[config.mk]
export PLATFORM = sky130hd
export DESIGN_NAME = fws_sequencer
export DESIGN_NICKNAME = d
export VERILOG_FILES = /design/src/design/fws_pkg.sv /design/src/design/fws_sequencer.sv /design/src/design/fws_latch_mem.sv
export SDC_FILE = /design/constraint.sdc
export NUM_CORES = 1
export LEC_CHECK = 0
export ABC_AREA = 0
export ABC_CLOCK_PERIOD_IN_PS = 3370
export BUFFER_PORTS_ARGS = -buffer_cell sky130_fd_sc_hd__buf_2
export CAP_MARGIN = 15
export CORE_MARGIN = 10
export CORE_UTILIZATION = 56
export DETAILED_ROUTE_END_ITERATION = 16
export HOLD_SLACK_MARGIN = 0.12
export PLACE_DENSITY = 0.79
export SLEW_MARGIN = 20
export SYNTH_ARGS = -nofsm -noshare
export SYNTH_HDL_FRONTEND = slang
export SYNTH_HIERARCHICAL = 1
export SYNTH_SLANG_ARGS = --single-unit
[constraint.sdc]
create_clock -name core_clk_i -period 3.37 [get_ports core_clk_i]
set_clock_uncertainty 0.15 [all_clocks]
set_input_delay 0 -clock core_clk_i [delete_from_list [all_inputs] [get_ports core_clk_i]]
set_output_delay 0 -clock core_clk_i [all_outputs]
set_load 0.005 [all_outputs]
[src/design/fws_pkg.sv]
package fws_pkg;

  // ----------------------------------------------------------------
  // Widths
  // ----------------------------------------------------------------
  localparam int REG_ADDR_W = 3;
  localparam int REG_DATA_W = 8;
  localparam int WORD_W     = 14;
  localparam int NUM_LATCH  = 32;
  localparam int IDX_W      = 5;
  localparam int ROW_W      = 10;
  localparam int ADDR_HI_W  = 7;
  localparam int DATA_HI_W  = 6;

  // ----------------------------------------------------------------
  // Register offsets
  // ----------------------------------------------------------------
  localparam logic [2:0] OFF_ADDR_LOW  = 3'h0;
  localparam logic [2:0] OFF_ADDR_HIGH = 3'h1;
  localparam logic [2:0] OFF_DATA_LOW  = 3'h2;
  localparam logic [2:0] OFF_DATA_HIGH = 3'h3;
  localparam logic [2:0] OFF_CONTROL   = 3'h4;
  localparam logic [2:0] OFF_UNLOCK    = 3'h5;

  // ----------------------------------------------------------------
  // Control register fields
  // ----------------------------------------------------------------
  localparam int CTRL_START = 0;
  localparam int CTRL_ERASE = 1;
  localparam int CTRL_WRITE_ENABLE_BIT  = 2;
  localparam int CTRL_LATCH_ONLY_BIT  = 5;
  localparam int CTRL_CONFIG_SPACE_SELECT  = 6;

  // ----------------------------------------------------------------
  // Address fields
  // ----------------------------------------------------------------
  localparam int IDX_LSB = 0;
  localparam int ROW_LO_LSB = 5;

  // ----------------------------------------------------------------
  // Values
  // ----------------------------------------------------------------
  localparam logic [7:0]        UNLOCK_KEY1 = 8'h55;
  localparam logic [7:0]        UNLOCK_KEY2 = 8'hAA;
  localparam logic [WORD_W-1:0] BLANK_WORD  = 14'h3FFF;
  localparam logic [IDX_W-1:0]  LAST_IDX    = 5'h1F;
  localparam logic [7:0]        RST_BYTE    = 8'h00;

  typedef enum logic [1:0] {ST_IDLE, ST_STREAM, ST_WAIT} fws_state_t;
  typedef enum logic [1:0] {UL_NONE, UL_KEY1, UL_KEY2} fws_unlock_t;

endpackage

[src/design/fws_sequencer.sv]
// Our own choices: the placing of the registers and the address-and-strobe port.
`timescale 1ns/1ns
// How it works
// - Starting a program never erases the row on its own.
// - An erase acts on exactly one row.
// - One program writes up to the 32 latch words of a row.
// - Upper ten address bits pick the row, lower five pick the latch.
// - Latch choice and the committed write stay inside one row.
// - After any write or erase every latch returns to blank.
// - Latch loads and programming need an unbroken unlock sequence.
// - With latch-only set, unlock just loads the selected latch.
// - With latch-only clear, unlock loads the final word then programs the row.
module fws_sequencer
(
  input  wire logic        core_clk_i,
  input  wire logic        rst_n_i,
  input  wire logic [2:0]  reg_addr_i,
  input  wire logic [7:0]  reg_wdata_i,
  input  wire logic        reg_wr_i,
  input  wire logic        reg_rd_i,
  output logic      [7:0]  reg_rdata_o,
  output logic      [9:0]  flash_row_o,
  output logic             flash_cfg_o,
  output logic      [4:0]  flash_word_idx_o,
  output logic      [13:0] flash_word_o,
  output logic             flash_word_valid_o,
  output logic             flash_commit_o,
  output logic             flash_erase_o,
  input  wire logic        flash_done_i
);

  // ----------------------------------------------------------------
  // Registers
  // ----------------------------------------------------------------
  logic [6:0]               addr_high;
  logic [7:0]               addr_low;
  logic [7:0]               data_low;
  logic [5:0]               data_high;
  logic                     write_enable_bit;
  logic                     config_space_select;
  logic                     latch_only_bit;
  logic                     erase_sel;
  logic                     busy;
  logic [31:0]              loaded;
  fws_pkg::fws_state_t      state;
  fws_pkg::fws_unlock_t     unlock;
  logic [4:0]               rd_idx;
  logic                     rd_stop;
  logic                     rd_pend;
  logic [4:0]               idx_d;
  logic                     loaded_d;
  logic [13:0]              mem_rdata;

  function automatic logic hit(input logic [2:0] off);
    hit = reg_wr_i && (reg_addr_i == off);
  endfunction

  // ----------------------------------------------------------------
  // Unlock sequence
  // ----------------------------------------------------------------
  logic go;
  logic act;
  logic load_now;
  logic rd_en;
  logic [4:0] latch_idx;
  logic [13:0] data_word;

  assign go        = (unlock == fws_pkg::UL_KEY2) && hit(fws_pkg::OFF_CONTROL) && reg_wdata_i[fws_pkg::CTRL_START];
  assign act       = go && reg_wdata_i[fws_pkg::CTRL_WRITE_ENABLE_BIT] && (state == fws_pkg::ST_IDLE);
  assign load_now  = act && !reg_wdata_i[fws_pkg::CTRL_ERASE];
  assign latch_idx = addr_low[4:0];
  assign data_word = {data_high, data_low};
  assign rd_en     = (state == fws_pkg::ST_STREAM) && !rd_stop;

  // Any other write between the steps breaks the sequence; reads leave it alone.
  // interrupted sequence
  always_ff @(posedge core_clk_i or negedge rst_n_i)
  begin
    if (!rst_n_i)
    begin
      unlock <= fws_pkg::UL_NONE;
    end
    else if (reg_wr_i)
    begin
      if (hit(fws_pkg::OFF_UNLOCK) && reg_wdata_i == fws_pkg::UNLOCK_KEY1)
      begin
        unlock <= fws_pkg::UL_KEY1;
      end
      else if (unlock == fws_pkg::UL_KEY1 && hit(fws_pkg::OFF_UNLOCK) && reg_wdata_i == fws_pkg::UNLOCK_KEY2)
      begin
        unlock <= fws_pkg::UL_KEY2;
      end
      else
      begin
        unlock <= fws_pkg::UL_NONE;
      end
    end
  end

  // ----------------------------------------------------------------
  // Software registers
  // ----------------------------------------------------------------
  always_ff @(posedge core_clk_i or negedge rst_n_i)
  begin
    if (!rst_n_i)
    begin
      addr_high <= 7'h00;
      addr_low  <= fws_pkg::RST_BYTE;
      data_low  <= fws_pkg::RST_BYTE;
      data_high <= 6'h00;
      write_enable_bit      <= 1'b0;
      config_space_select      <= 1'b0;
      latch_only_bit      <= 1'b0;
      erase_sel <= 1'b0;
    end
    else
    begin
      if (hit(fws_pkg::OFF_ADDR_LOW))
        addr_low <= reg_wdata_i;
      if (hit(fws_pkg::OFF_ADDR_HIGH))
        addr_high <= reg_wdata_i[6:0];
      if (hit(fws_pkg::OFF_DATA_LOW))
        data_low <= reg_wdata_i;
      if (hit(fws_pkg::OFF_DATA_HIGH))
        data_high <= reg_wdata_i[5:0];
      if (hit(fws_pkg::OFF_CONTROL))
      begin
        write_enable_bit      <= reg_wdata_i[fws_pkg::CTRL_WRITE_ENABLE_BIT];
        config_space_select      <= reg_wdata_i[fws_pkg::CTRL_CONFIG_SPACE_SELECT];
        latch_only_bit      <= reg_wdata_i[fws_pkg::CTRL_LATCH_ONLY_BIT];
        erase_sel <= reg_wdata_i[fws_pkg::CTRL_ERASE];
      end
    end
  end

  always_ff @(posedge core_clk_i or negedge rst_n_i)
  begin
    if (!rst_n_i)
    begin
      reg_rdata_o <= fws_pkg::RST_BYTE;
    end
    else if (reg_rd_i)
    begin
      unique case (reg_addr_i)
        fws_pkg::OFF_ADDR_LOW:  reg_rdata_o <= addr_low;
        fws_pkg::OFF_ADDR_HIGH: reg_rdata_o <= {1'b0, addr_high};
        fws_pkg::OFF_DATA_LOW:  reg_rdata_o <= data_low;
        fws_pkg::OFF_DATA_HIGH: reg_rdata_o <= {2'b00, data_high};
        fws_pkg::OFF_CONTROL:   reg_rdata_o <= {1'b0, config_space_select, latch_only_bit, 2'b00, write_enable_bit, erase_sel, busy};
        default:                reg_rdata_o <= fws_pkg::RST_BYTE;
      endcase
    end
    else
    begin
      reg_rdata_o <= fws_pkg::RST_BYTE;
    end
  end

  // ----------------------------------------------------------------
  // Write latches
  // ----------------------------------------------------------------
  // latch load, latch-only or final word
  fws_latch_mem u_latch_mem
  (
    .core_clk_i (core_clk_i),
    .rst_n_i    (rst_n_i),
    .wr_en_i    (load_now),
    .wr_idx_i   (latch_idx),
    .wr_data_i  (data_word),
    .rd_en_i    (rd_en),
    .rd_idx_i   (rd_idx),
    .rd_data_o  (mem_rdata)
  );

  always_ff @(posedge core_clk_i or negedge rst_n_i)
  begin
    if (!rst_n_i)
    begin
      loaded <= 32'h0000_0000;
    end
    else if (state == fws_pkg::ST_WAIT && flash_done_i)
    begin
      loaded <= 32'h0000_0000;
    end
    else if (load_now)
    begin
      loaded[latch_idx] <= 1'b1;
    end
  end

  // ----------------------------------------------------------------
  // Program and erase sequence
  // ----------------------------------------------------------------
  // no implicit erase
  always_ff @(posedge core_clk_i or negedge rst_n_i)
  begin
    if (!rst_n_i)
    begin
      state         <= fws_pkg::ST_IDLE;
      busy          <= 1'b0;
      flash_erase_o <= 1'b0;
      flash_row_o   <= 10'h000;
      flash_cfg_o   <= 1'b0;
    end
    else
    begin
      flash_erase_o <= 1'b0;
      unique case (state)
        fws_pkg::ST_IDLE:
        begin
          if (act && !reg_wdata_i[fws_pkg::CTRL_LATCH_ONLY_BIT])
          begin
            busy          <= 1'b1;
            flash_row_o   <= {addr_high, addr_low[7:5]};
            flash_cfg_o   <= reg_wdata_i[fws_pkg::CTRL_CONFIG_SPACE_SELECT];
            flash_erase_o <= reg_wdata_i[fws_pkg::CTRL_ERASE];
            state         <= reg_wdata_i[fws_pkg::CTRL_ERASE] ? fws_pkg::ST_WAIT : fws_pkg::ST_STREAM;
          end
        end
        fws_pkg::ST_STREAM:
        begin
          if (rd_pend && idx_d == fws_pkg::LAST_IDX)
            state <= fws_pkg::ST_WAIT;
        end
        fws_pkg::ST_WAIT:
        begin
          if (flash_done_i)
          begin
            busy  <= 1'b0;
            state <= fws_pkg::ST_IDLE;
          end
        end
      endcase
    end
  end

  // The whole row is streamed on every program; a latch never loaded goes out as the blank word.
  // thirty-two words
  always_ff @(posedge core_clk_i or negedge rst_n_i)
  begin
    if (!rst_n_i)
    begin
      rd_idx   <= 5'h00;
      rd_stop  <= 1'b0;
      rd_pend  <= 1'b0;
      idx_d    <= 5'h00;
      loaded_d <= 1'b0;
    end
    else
    begin
      rd_pend  <= rd_en;
      idx_d    <= rd_idx;
      loaded_d <= loaded[rd_idx];
      if (state == fws_pkg::ST_IDLE)
      begin
        rd_idx  <= 5'h00;
        rd_stop <= 1'b0;
      end
      else if (rd_en)
      begin
        rd_stop <= (rd_idx == fws_pkg::LAST_IDX);
        rd_idx  <= rd_idx + 5'h01;
      end
    end
  end

  always_ff @(posedge core_clk_i or negedge rst_n_i)
  begin
    if (!rst_n_i)
    begin
      flash_word_o       <= 14'h0000;
      flash_word_idx_o   <= 5'h00;
      flash_word_valid_o <= 1'b0;
      flash_commit_o     <= 1'b0;
    end
    else
    begin
      flash_word_valid_o <= rd_pend;
      flash_commit_o     <= rd_pend && (idx_d == fws_pkg::LAST_IDX);
      if (rd_pend)
      begin
        flash_word_idx_o <= idx_d;
        flash_word_o     <= loaded_d ? mem_rdata : fws_pkg::BLANK_WORD;
      end
    end
  end

  // ----------------------------------------------------------------
  // Checks
  // ----------------------------------------------------------------
  logic [5:0] word_cnt;

  always_ff @(posedge core_clk_i or negedge rst_n_i)
  begin
    if (!rst_n_i)
      word_cnt <= 6'h00;
    else if (flash_commit_o)
      word_cnt <= 6'h00;
    else if (flash_word_valid_o)
      word_cnt <= word_cnt + 6'h01;
  end
endmodule

[src/design/fws_latch_mem.sv]
`timescale 1ns/1ns
module fws_latch_mem
(
  input  wire logic        core_clk_i,
  input  wire logic        rst_n_i,
  input  wire logic        wr_en_i,
  input  wire logic [4:0]  wr_idx_i,
  input  wire logic [13:0] wr_data_i,
  input  wire logic        rd_en_i,
  input  wire logic [4:0]  rd_idx_i,
  output logic      [13:0] rd_data_o
);

  // The array itself needs no reset: a separate loaded mask decides whether a word is blank.
  logic [13:0] mem [0:31];

  always_ff @(posedge core_clk_i)
  begin
    if (wr_en_i)
    begin
      mem[wr_idx_i] <= wr_data_i;
    end
  end

  always_ff @(posedge core_clk_i or negedge rst_n_i)
  begin
    if (!rst_n_i)
    begin
      rd_data_o <= 14'h0000;
    end
    else if (rd_en_i)
    begin
      rd_data_o <= mem[rd_idx_i];
    end
  end

endmodule

==> results of run 1 <==
[metal layers]
metal | vias up | wire length (um) | track usage [%]
li1 | 5956 | - | -
met4 | 0 | 1850 | 7.48
met1 | 6821 | 21400 | 29.1
met3 | 127 | 5140 | 3.57
met2 | 698 | 26100 | 34.0
met5 | - | 0 | 0
[critical path: cells and delay by family]
kind                   cells  cell delay [ns]
buffers and inverters      5             1.60
and+or+nand+nor            5             1.75
[cell usage in the layout, fill, tap and decap left out, drive strengths merged, types with 8 or more instances in the layout]
master,instances
nand2,66
a21oi,70
mux2,59
a22oi,126
a22o,16
nor4,18
o21ai,16
nand3,12
inv,19
clkinv,27
mux2i,245
a31oi,15
edfxtp,448
nor2,71
dfrtp,138
clkbuf,67
buf,142
nand3b,8
dlygate4sd3,28
[kinds of logic (layout without fill, tap and decap cells)]
| logic type | count (synthesis) | count (layout) |
|---|---|---|
| other | 0 | 1 |
| buffers and inverters | 108 | 289 |
| AND/OR/NAND/NOR | 221 | 221 |
| flip-flops | 586 | 586 |
| AO/OA/AOI/OAI | 247 | 247 |
| adder cells (fa/ha/maj) | 5 | 5 |
| XOR/XNOR | 3 | 3 |
| multiplexers | 304 | 304 |
[worst paths after layout]
| path | end | depth (start not counted) | from |
|---|---|---|---|
| min | addr_high[0]$_DFFE_PN0P_ | 3 | reg_wdata_i[0] |
| max | u_latch_mem/mem[12][10]$_DFFE_PP_ | 10 | reg_wdata_i[2] |
| min reg2reg | flash_row_o[5]$_DFFE_PN0P_ | 2 | flash_row_o[5]$_DFFE_PN0P_ |
| max in group asynchronous | data_low[7]$_DFFE_PN0P_ | 5 | rst_n_i |
| min in group asynchronous | flash_word_o[4]$_DFFE_PN0P_ | 3 | rst_n_i |
| max reg2reg | u_latch_mem/mem[12][10]$_DFFE_PP_ | 9 | state[1]$_DFFE_PN0P_ |
[per-stage QoR]
step / hold WS, ns / cell area, sq um
global route: 0.164 / 26700
detailed placement: 0.0643 / 24700
global placement: 0.0510 / 24700
finish: 0.151 / 26700
CTS: 0.128 / 26700
floorplan: -0.446 / 23500
[report_power, final]
group | internal (mW) | switching [mW] | leakage, nW | total (mW)
combinational | 1.11 | 1.89 | 2.69 | 3.00
clock | 3.39 | 2.55 | 0.848 | 5.95
sequential | 8.36 | 0.239 | 5.79 | 8.60
[flip-flops by register name (all words and copies together), names as in the netlist, 2 cells and up]
register	flops
u_latch_mem/rd_data_o	14
state	2
u_latch_mem/mem	448
data_low	8
addr_low	8
loaded	32
idx_d	5
reg_rdata_o	8
flash_word_o	14
unlock	2
data_high	6
flash_word_idx_o	5
flash_row_o	10
addr_high	7
rd_idx	5
[cell usage after synthesis, types with 4 or more instances]
cell type    n  area, sq um
edfxtp_1   448        13500
nand3b_1     8         60.1
a31oi_1     15         93.8
mux2i_1    245         2450
a21oi_1     70          350
a22o_1      16          140
dfrtp_1    138         3450
nor2b_1      6         37.5
nand2_1     65          244
buf_1        4         15.0
buf_6        7         78.8
mux2_2      59          664
inv_1       18         67.6
buf_2       26          130
clkbuf_1    34          128
or3_1        4         25.0
nand2b_1     4         25.0
and2_1       4         25.0
ha_1         5         62.6
buf_4        4         30.0
clkbuf_4     5         37.5
o21ai_0     10         50.1
a22oi_1    125          938
nand3_1     12         60.1
nor4_1      18          113
nand4_1      4         25.0
nor2_1      71          267
buf_12       9          180
[final cells by class]
| type | instances | share of cell area (%) |
|---|---|---|
| clock buffer | 67 | 5.52 |
| clock inverter | 33 | 0.942 |
| tap | 539 | 2.52 |
| timing repair buffer | 170 | 4.99 |
| sequential | 586 | 63.3 |
| multi-input combinational | 780 | 22.4 |
| antenna | 1 | 0.00937 |
| inverter | 19 | 0.267 |
[what timing repair did]
item,4_1_cts,5_1_grt
endpoints found under the hold margin,228,0
setup endpoints to repair,0,0
hold buffers,28,0
==> results.yml, run 1 <==
run_status:
  status: "finished clean"
clock_network:
  clk_pin_slew_ns: 0.06
  cts_setup_buffers: 0
  cts.path.max_buffers: 3
  postCtsResizedCells: 0
  insertion_delay_ns: 0.59
  cts-buffers-inserted: 56
  h-tree-depth: 2
  clockRootBuffer: "clkbuf_16"
  cts_tree: "built"
  numClockSinks: 586
critical_path:
  crit_required_ns: 3.51
  criticalPathCategory: "in -> reg"
  crit_fanout: 14
  cp-start-kind: "primary input"
  arrival_ns: 3.37
  cp_slowest_cell: "or3b_2"
  ff2ff_setup_slack_ns: 0.21
  crit_chain: "dlygate4sd3_1 > dlygate4sd3_1 > buf_2 > nand2_1 > or3_1 > or3_4 > inv_2 > or3b_2 > nor2_1 > buf_4"
  cp_slowest_stage_delay_ns: 0.67
  crit_path_frequent_cell: "dlygate4sd3_1"
  end_kind: "flop"
logic_synthesis:
  synth_edf_count: 448
  synth_xor_area_share_pct: 0.112
  yosysUniqueCellTypes: 52
  yosys-mux-area-fraction_pct: 13.2
  yosys_most_used_dff: "edfxtp_1"
  synth_compound_area_share_pct: 7.06
  ys_seq_elements: 586
  synth_area_sq_um: 23500
  synth_fa_ha_area_share_pct: 0.266
  seq_area_frac_synth_pct: 71.8
  yosysWarnings: 6
  synthCells: 1474
  synth_nets: 1495
  async_reset_ff_share_pct: 23.5
  synth_top_family_by_area: "multiplexers"
  synth.avg_cell_area_sq_um: 16.0
  synth_simple_gate_area_share_pct: 4.67
floorplanning:
  dieHeight_um: 225
  start_util_pct: 56.4
  dieArea_sq_um: 50600
  core_area_sq_um: 41800
  ios: 57
  rows: 75
  die_w_um: 225
power_and_ir_drop:
  peakVddDrop_mv: 0.432
  p_leak_nw: 9.33
  power_density_nw_per_um2: 657
  power.total_mw: 17.5
grt:
  grtUsageTotal_pct: 21.3
  grt_pass1_vias: 13435
  grt_pass1_wl_um: 81700
  grt_start_max_net_pins: 117
  globalRouteOverflowTotal: 0
  antenna_found_initial: 0
timing:
  setup_viol: 0
  slew_headroom_pct: 33.8
  rsz0062_at_grt: "no"
  fmax_mhz: 309
  fin_tns_setup_ns: 0
  finalHoldViolCount: 0
  worst_slack_ns: 0.135
  worstMarginPinSlew_ns: 0.989
  finalMaxSlewViolations: 0
  finalCritPeriodShare_pct: 96.0
  finalCriticalPeriod_ns: 3.24
hold_path:
  hp-class: "in -> reg"
drt:
  drc_errors: 0
  ant_nets: 0
  via_count: 13602
  dr.pass1.iters: 6
  drt-total-wl_um: 54500
  wire_per_inst_um: 24.8
  vias_per_cell: 6.20
  drt_iter0_drc: 1664
placement:
  place_hpwl_um: 33100
  port-buffer-count: 56
  dpl.cell_count: 2065
  gp_congestion: 0.900
  dp_slack_ns: 0.252
layout:
  final_core_util_pct: 64.0
  instances_no_fill: 2195
  syn2layout_area_growth_pct: 13.4
  fill_cells: 2787
  multi_input_area_sq_um: 5990
  nets: 1634
  drive_above_1_share_pct: 18.1
  final-seq-area_sq_um: 16900
job:
  drv_cap: 0
(Power assumes the default switching activity.)
==> run 2, diff against run 1 <==
ABC_CLOCK_PERIOD_IN_PS = 3090   (was 3370)
CORE_UTILIZATION = 60   (was 56)
PLACE_DENSITY = 0.81   (was 0.79)
clock period = 3.09 ns   (was 3.37 ns; I/O delays follow)
==> run 2 against run 1 <==
  * Critical path type is now reg -> reg
  * Via count grew 1.6%
  * Clock power grew 8.7%
  * Largest cell class unchanged
  * Hold slack gained 0.017 ns
  * First-iteration DRC count grew 0.66%
  * Global-route usage grew 2.2 points
  * Final cell count shrank 0.59%
==> results.yml, run 2 (synthesized netlist as in run 1, its figures left out) <==
run_status:
  status: "finished clean"
timing:
  fmax_mhz: 337
  finalCriticalPeriod_ns: 2.97
  finalMaxSlewViolations: 0
  rsz0062_at_grt: "no"
  slew_headroom_pct: 35.2
  finalHoldViolCount: 0
  finalHoldWorstSlack_ns: 0.169
  worstMarginPinSlew_ns: 0.972
  finalCritPeriodShare_pct: 96.0
  setup_viol: 0
  fin_tns_setup_ns: 0
layout:
  largest_reg_flops: 448
  regMostFlops: "u_latch_mem/mem"
  diodes: 0
  final_cell_mix: "448 x edfxtp_1, 245 x mux2i_1, 134 x dfrtp_1"
  fill_cells: 2384
  layout_commonest_cell: "edfxtp_1"
  postLayoutCellArea_sq_um: 27000
  drive_above_1_share_pct: 19.2
  reg_top3: "u_latch_mem/mem: 448 flops, loaded: 32 flops"
  syn2layout_area_growth_pct: 14.6
  nets: 1645
power_and_ir_drop:
  power_density_nw_per_um2: 712
  power_frac_seq_pct: 49.8
  power.total_mw: 19.2
  p_int_mw: 14.0
  p_leak_nw: 9.42
  peakVddDrop_mv: 0.523
  swShare_pct: 27.0
  switchingPower_mw: 5.19
  combPwrFrac_pct: 16.6
  p_clk_share_pct: 33.6
hold_path:
  holdPathStages: 3
  min_to: "write_enable_bit$_DFFE_PN0N_"
  hp-class: "in -> reg"
  min-delay-start: "reg_wdata_i[2]"
placement:
  port-buffer-count: 56
  gp_congestion: 0.909
  place_hpwl_um: 34000
  place_area_sq_um: 24700
grt:
  grtUsageTotal_pct: 23.4
  globalRouteOverflowTotal: 0
  grt_pass1_vias: 13680
  grt_start_max_net_pins: 91
  grt_pass1_wl_um: 83900
  antenna_found_initial: 0
critical_path:
  r2r-start: "state[1]$_DFFE_PN0P_"
  cp-startpoint: "state[1]$_DFFE_PN0P_"
  end_kind: "flop"
  worst_r2r_endpoint: "u_latch_mem/mem[16][3]$_DFFE_PP_"
  crit_fanout: 13
  criticalPathCategory: "reg -> reg"
  crit_required_ns: 3.23
  cp-start-kind: "flop"
  arrival_ns: 3.11
  ff2ff_path_depth: 10
  ff2ff_setup_slack_ns: 0.12
clock_network:
  cts.path.max_buffers: 3
  clk_pin_slew_ns: 0.07
  clockRootBuffer: "clkbuf_16"
  cts-buffers-inserted: 55
  insertion_delay_ns: 0.61
  numClockSinks: 586
  cts_tree: "built"
  h-tree-depth: 2
floorplanning:
  rows: 72
  dieHeight_um: 218
  ios: 57
  dieArea_sq_um: 47600
  start_util_pct: 60.8
  core_area_sq_um: 38700
  die_w_um: 218
job:
  drv_cap: 0
drt:
  wire_per_inst_um: 25.9
  dr.pass1.iters: 5
  drt_iter0_drc: 1675
  drc_errors: 0
  drt-total-wl_um: 56500
  vias_per_cell: 6.33
  via_count: 13814
  ant_nets: 0
## run 2: cell count changes in the layout (fill, tap and decap cells not counted), sizes merged
cell / change
dlymetal6s4s: +1
clkinv: -10
diode: -1
bufinv: -2
buf: +6
clkbuf: +7
dlygate4sd3: +5
inv: +2
## run 2: layout make-up
class                      count  area, sq um  area share (%)
timing repair buffer         182         1550            5.76
clock buffer                  74         1550            5.75
sequential                   586        16900            62.7
clock inverter                23          175           0.649
inverter                      19         71.3           0.264
tap                          518          648            2.40
multi-input combinational    780         6060            22.5
## run 2: through the flow
step | worst slack (ns) | std cells | util, %
detailed placement | 0.0613 | 2043 | 63.8
CTS | 0.0111 | 2174 | 69.2
global route | 0.0548 | 2182 | 69.6
floorplan | -0.00572 | 1474 | -
global placement | 0.127 | 2043 | 63.8
finish | 0.123 | 2182 | 69.6
## run 2: routing by layer
metal	global-route usage, %	vias up	routed length [um]	part of all wire, %
met4	9.40	0	2140	3.8
met1	31.7	6871	21900	39
met2	36.8	818	26900	48
li1	-	5983	-	-
met5	0	-	0	0
met3	4.75	142	5570	9.9
## run 2: timing repair
| action | in CTS | in global routing |
|---|---|---|
| setup buffers | 0 | 8 |
| hold buffers | 34 | 0 |
| resized for setup | 0 | 7 |
| endpoints found under the hold margin | 228 | 0 |
| endpoints found under the setup margin | 0 | 113 |
## run 2: power groups by stage
| stage | sequential [mW] | clock, mW | combinational [mW] |
|---|---|---|---|
| 2_1_floorplan | 9.61 | 0 | 2.05 |
| 3_3_place_gp | 9.69 | 0 | 2.98 |
| 3_5_place_dp | 9.71 | 0 | 3.06 |
| 4_1_cts | 9.56 | 6.54 | 3.12 |
| 5_1_grt | 9.60 | 6.85 | 3.35 |
| 6_report | 9.56 | 6.47 | 3.19 |
## run 2: worst max path at each step
stage                                       endpoint  slack (ns)  cells after the start
global route        u_latch_mem/mem[16][5]$_DFFE_PP_        0.05                     10
CTS                 u_latch_mem/mem[16][3]$_DFFE_PP_        0.01                      9
detailed placement  u_latch_mem/mem[20][4]$_DFFE_PP_        0.06                      9
floorplan           u_latch_mem/mem[31][0]$_DFFE_PP_      -0.006                     10
global placement    u_latch_mem/mem[20][4]$_DFFE_PP_        0.13                      9
finish              u_latch_mem/mem[16][3]$_DFFE_PP_        0.12                     10
## run 2: worst max-delay path, cell delays in order (launching register included)
cell and delay (ns):
dfrtp_1 0.40, inv_2 0.08, ha_1 0.16, nand2_1 0.06, or3_4 0.33, or3_4 0.38
inv_2 0.07, or3b_2 0.49, buf_12 0.20, nor2_4 0.16, buf_12 0.16
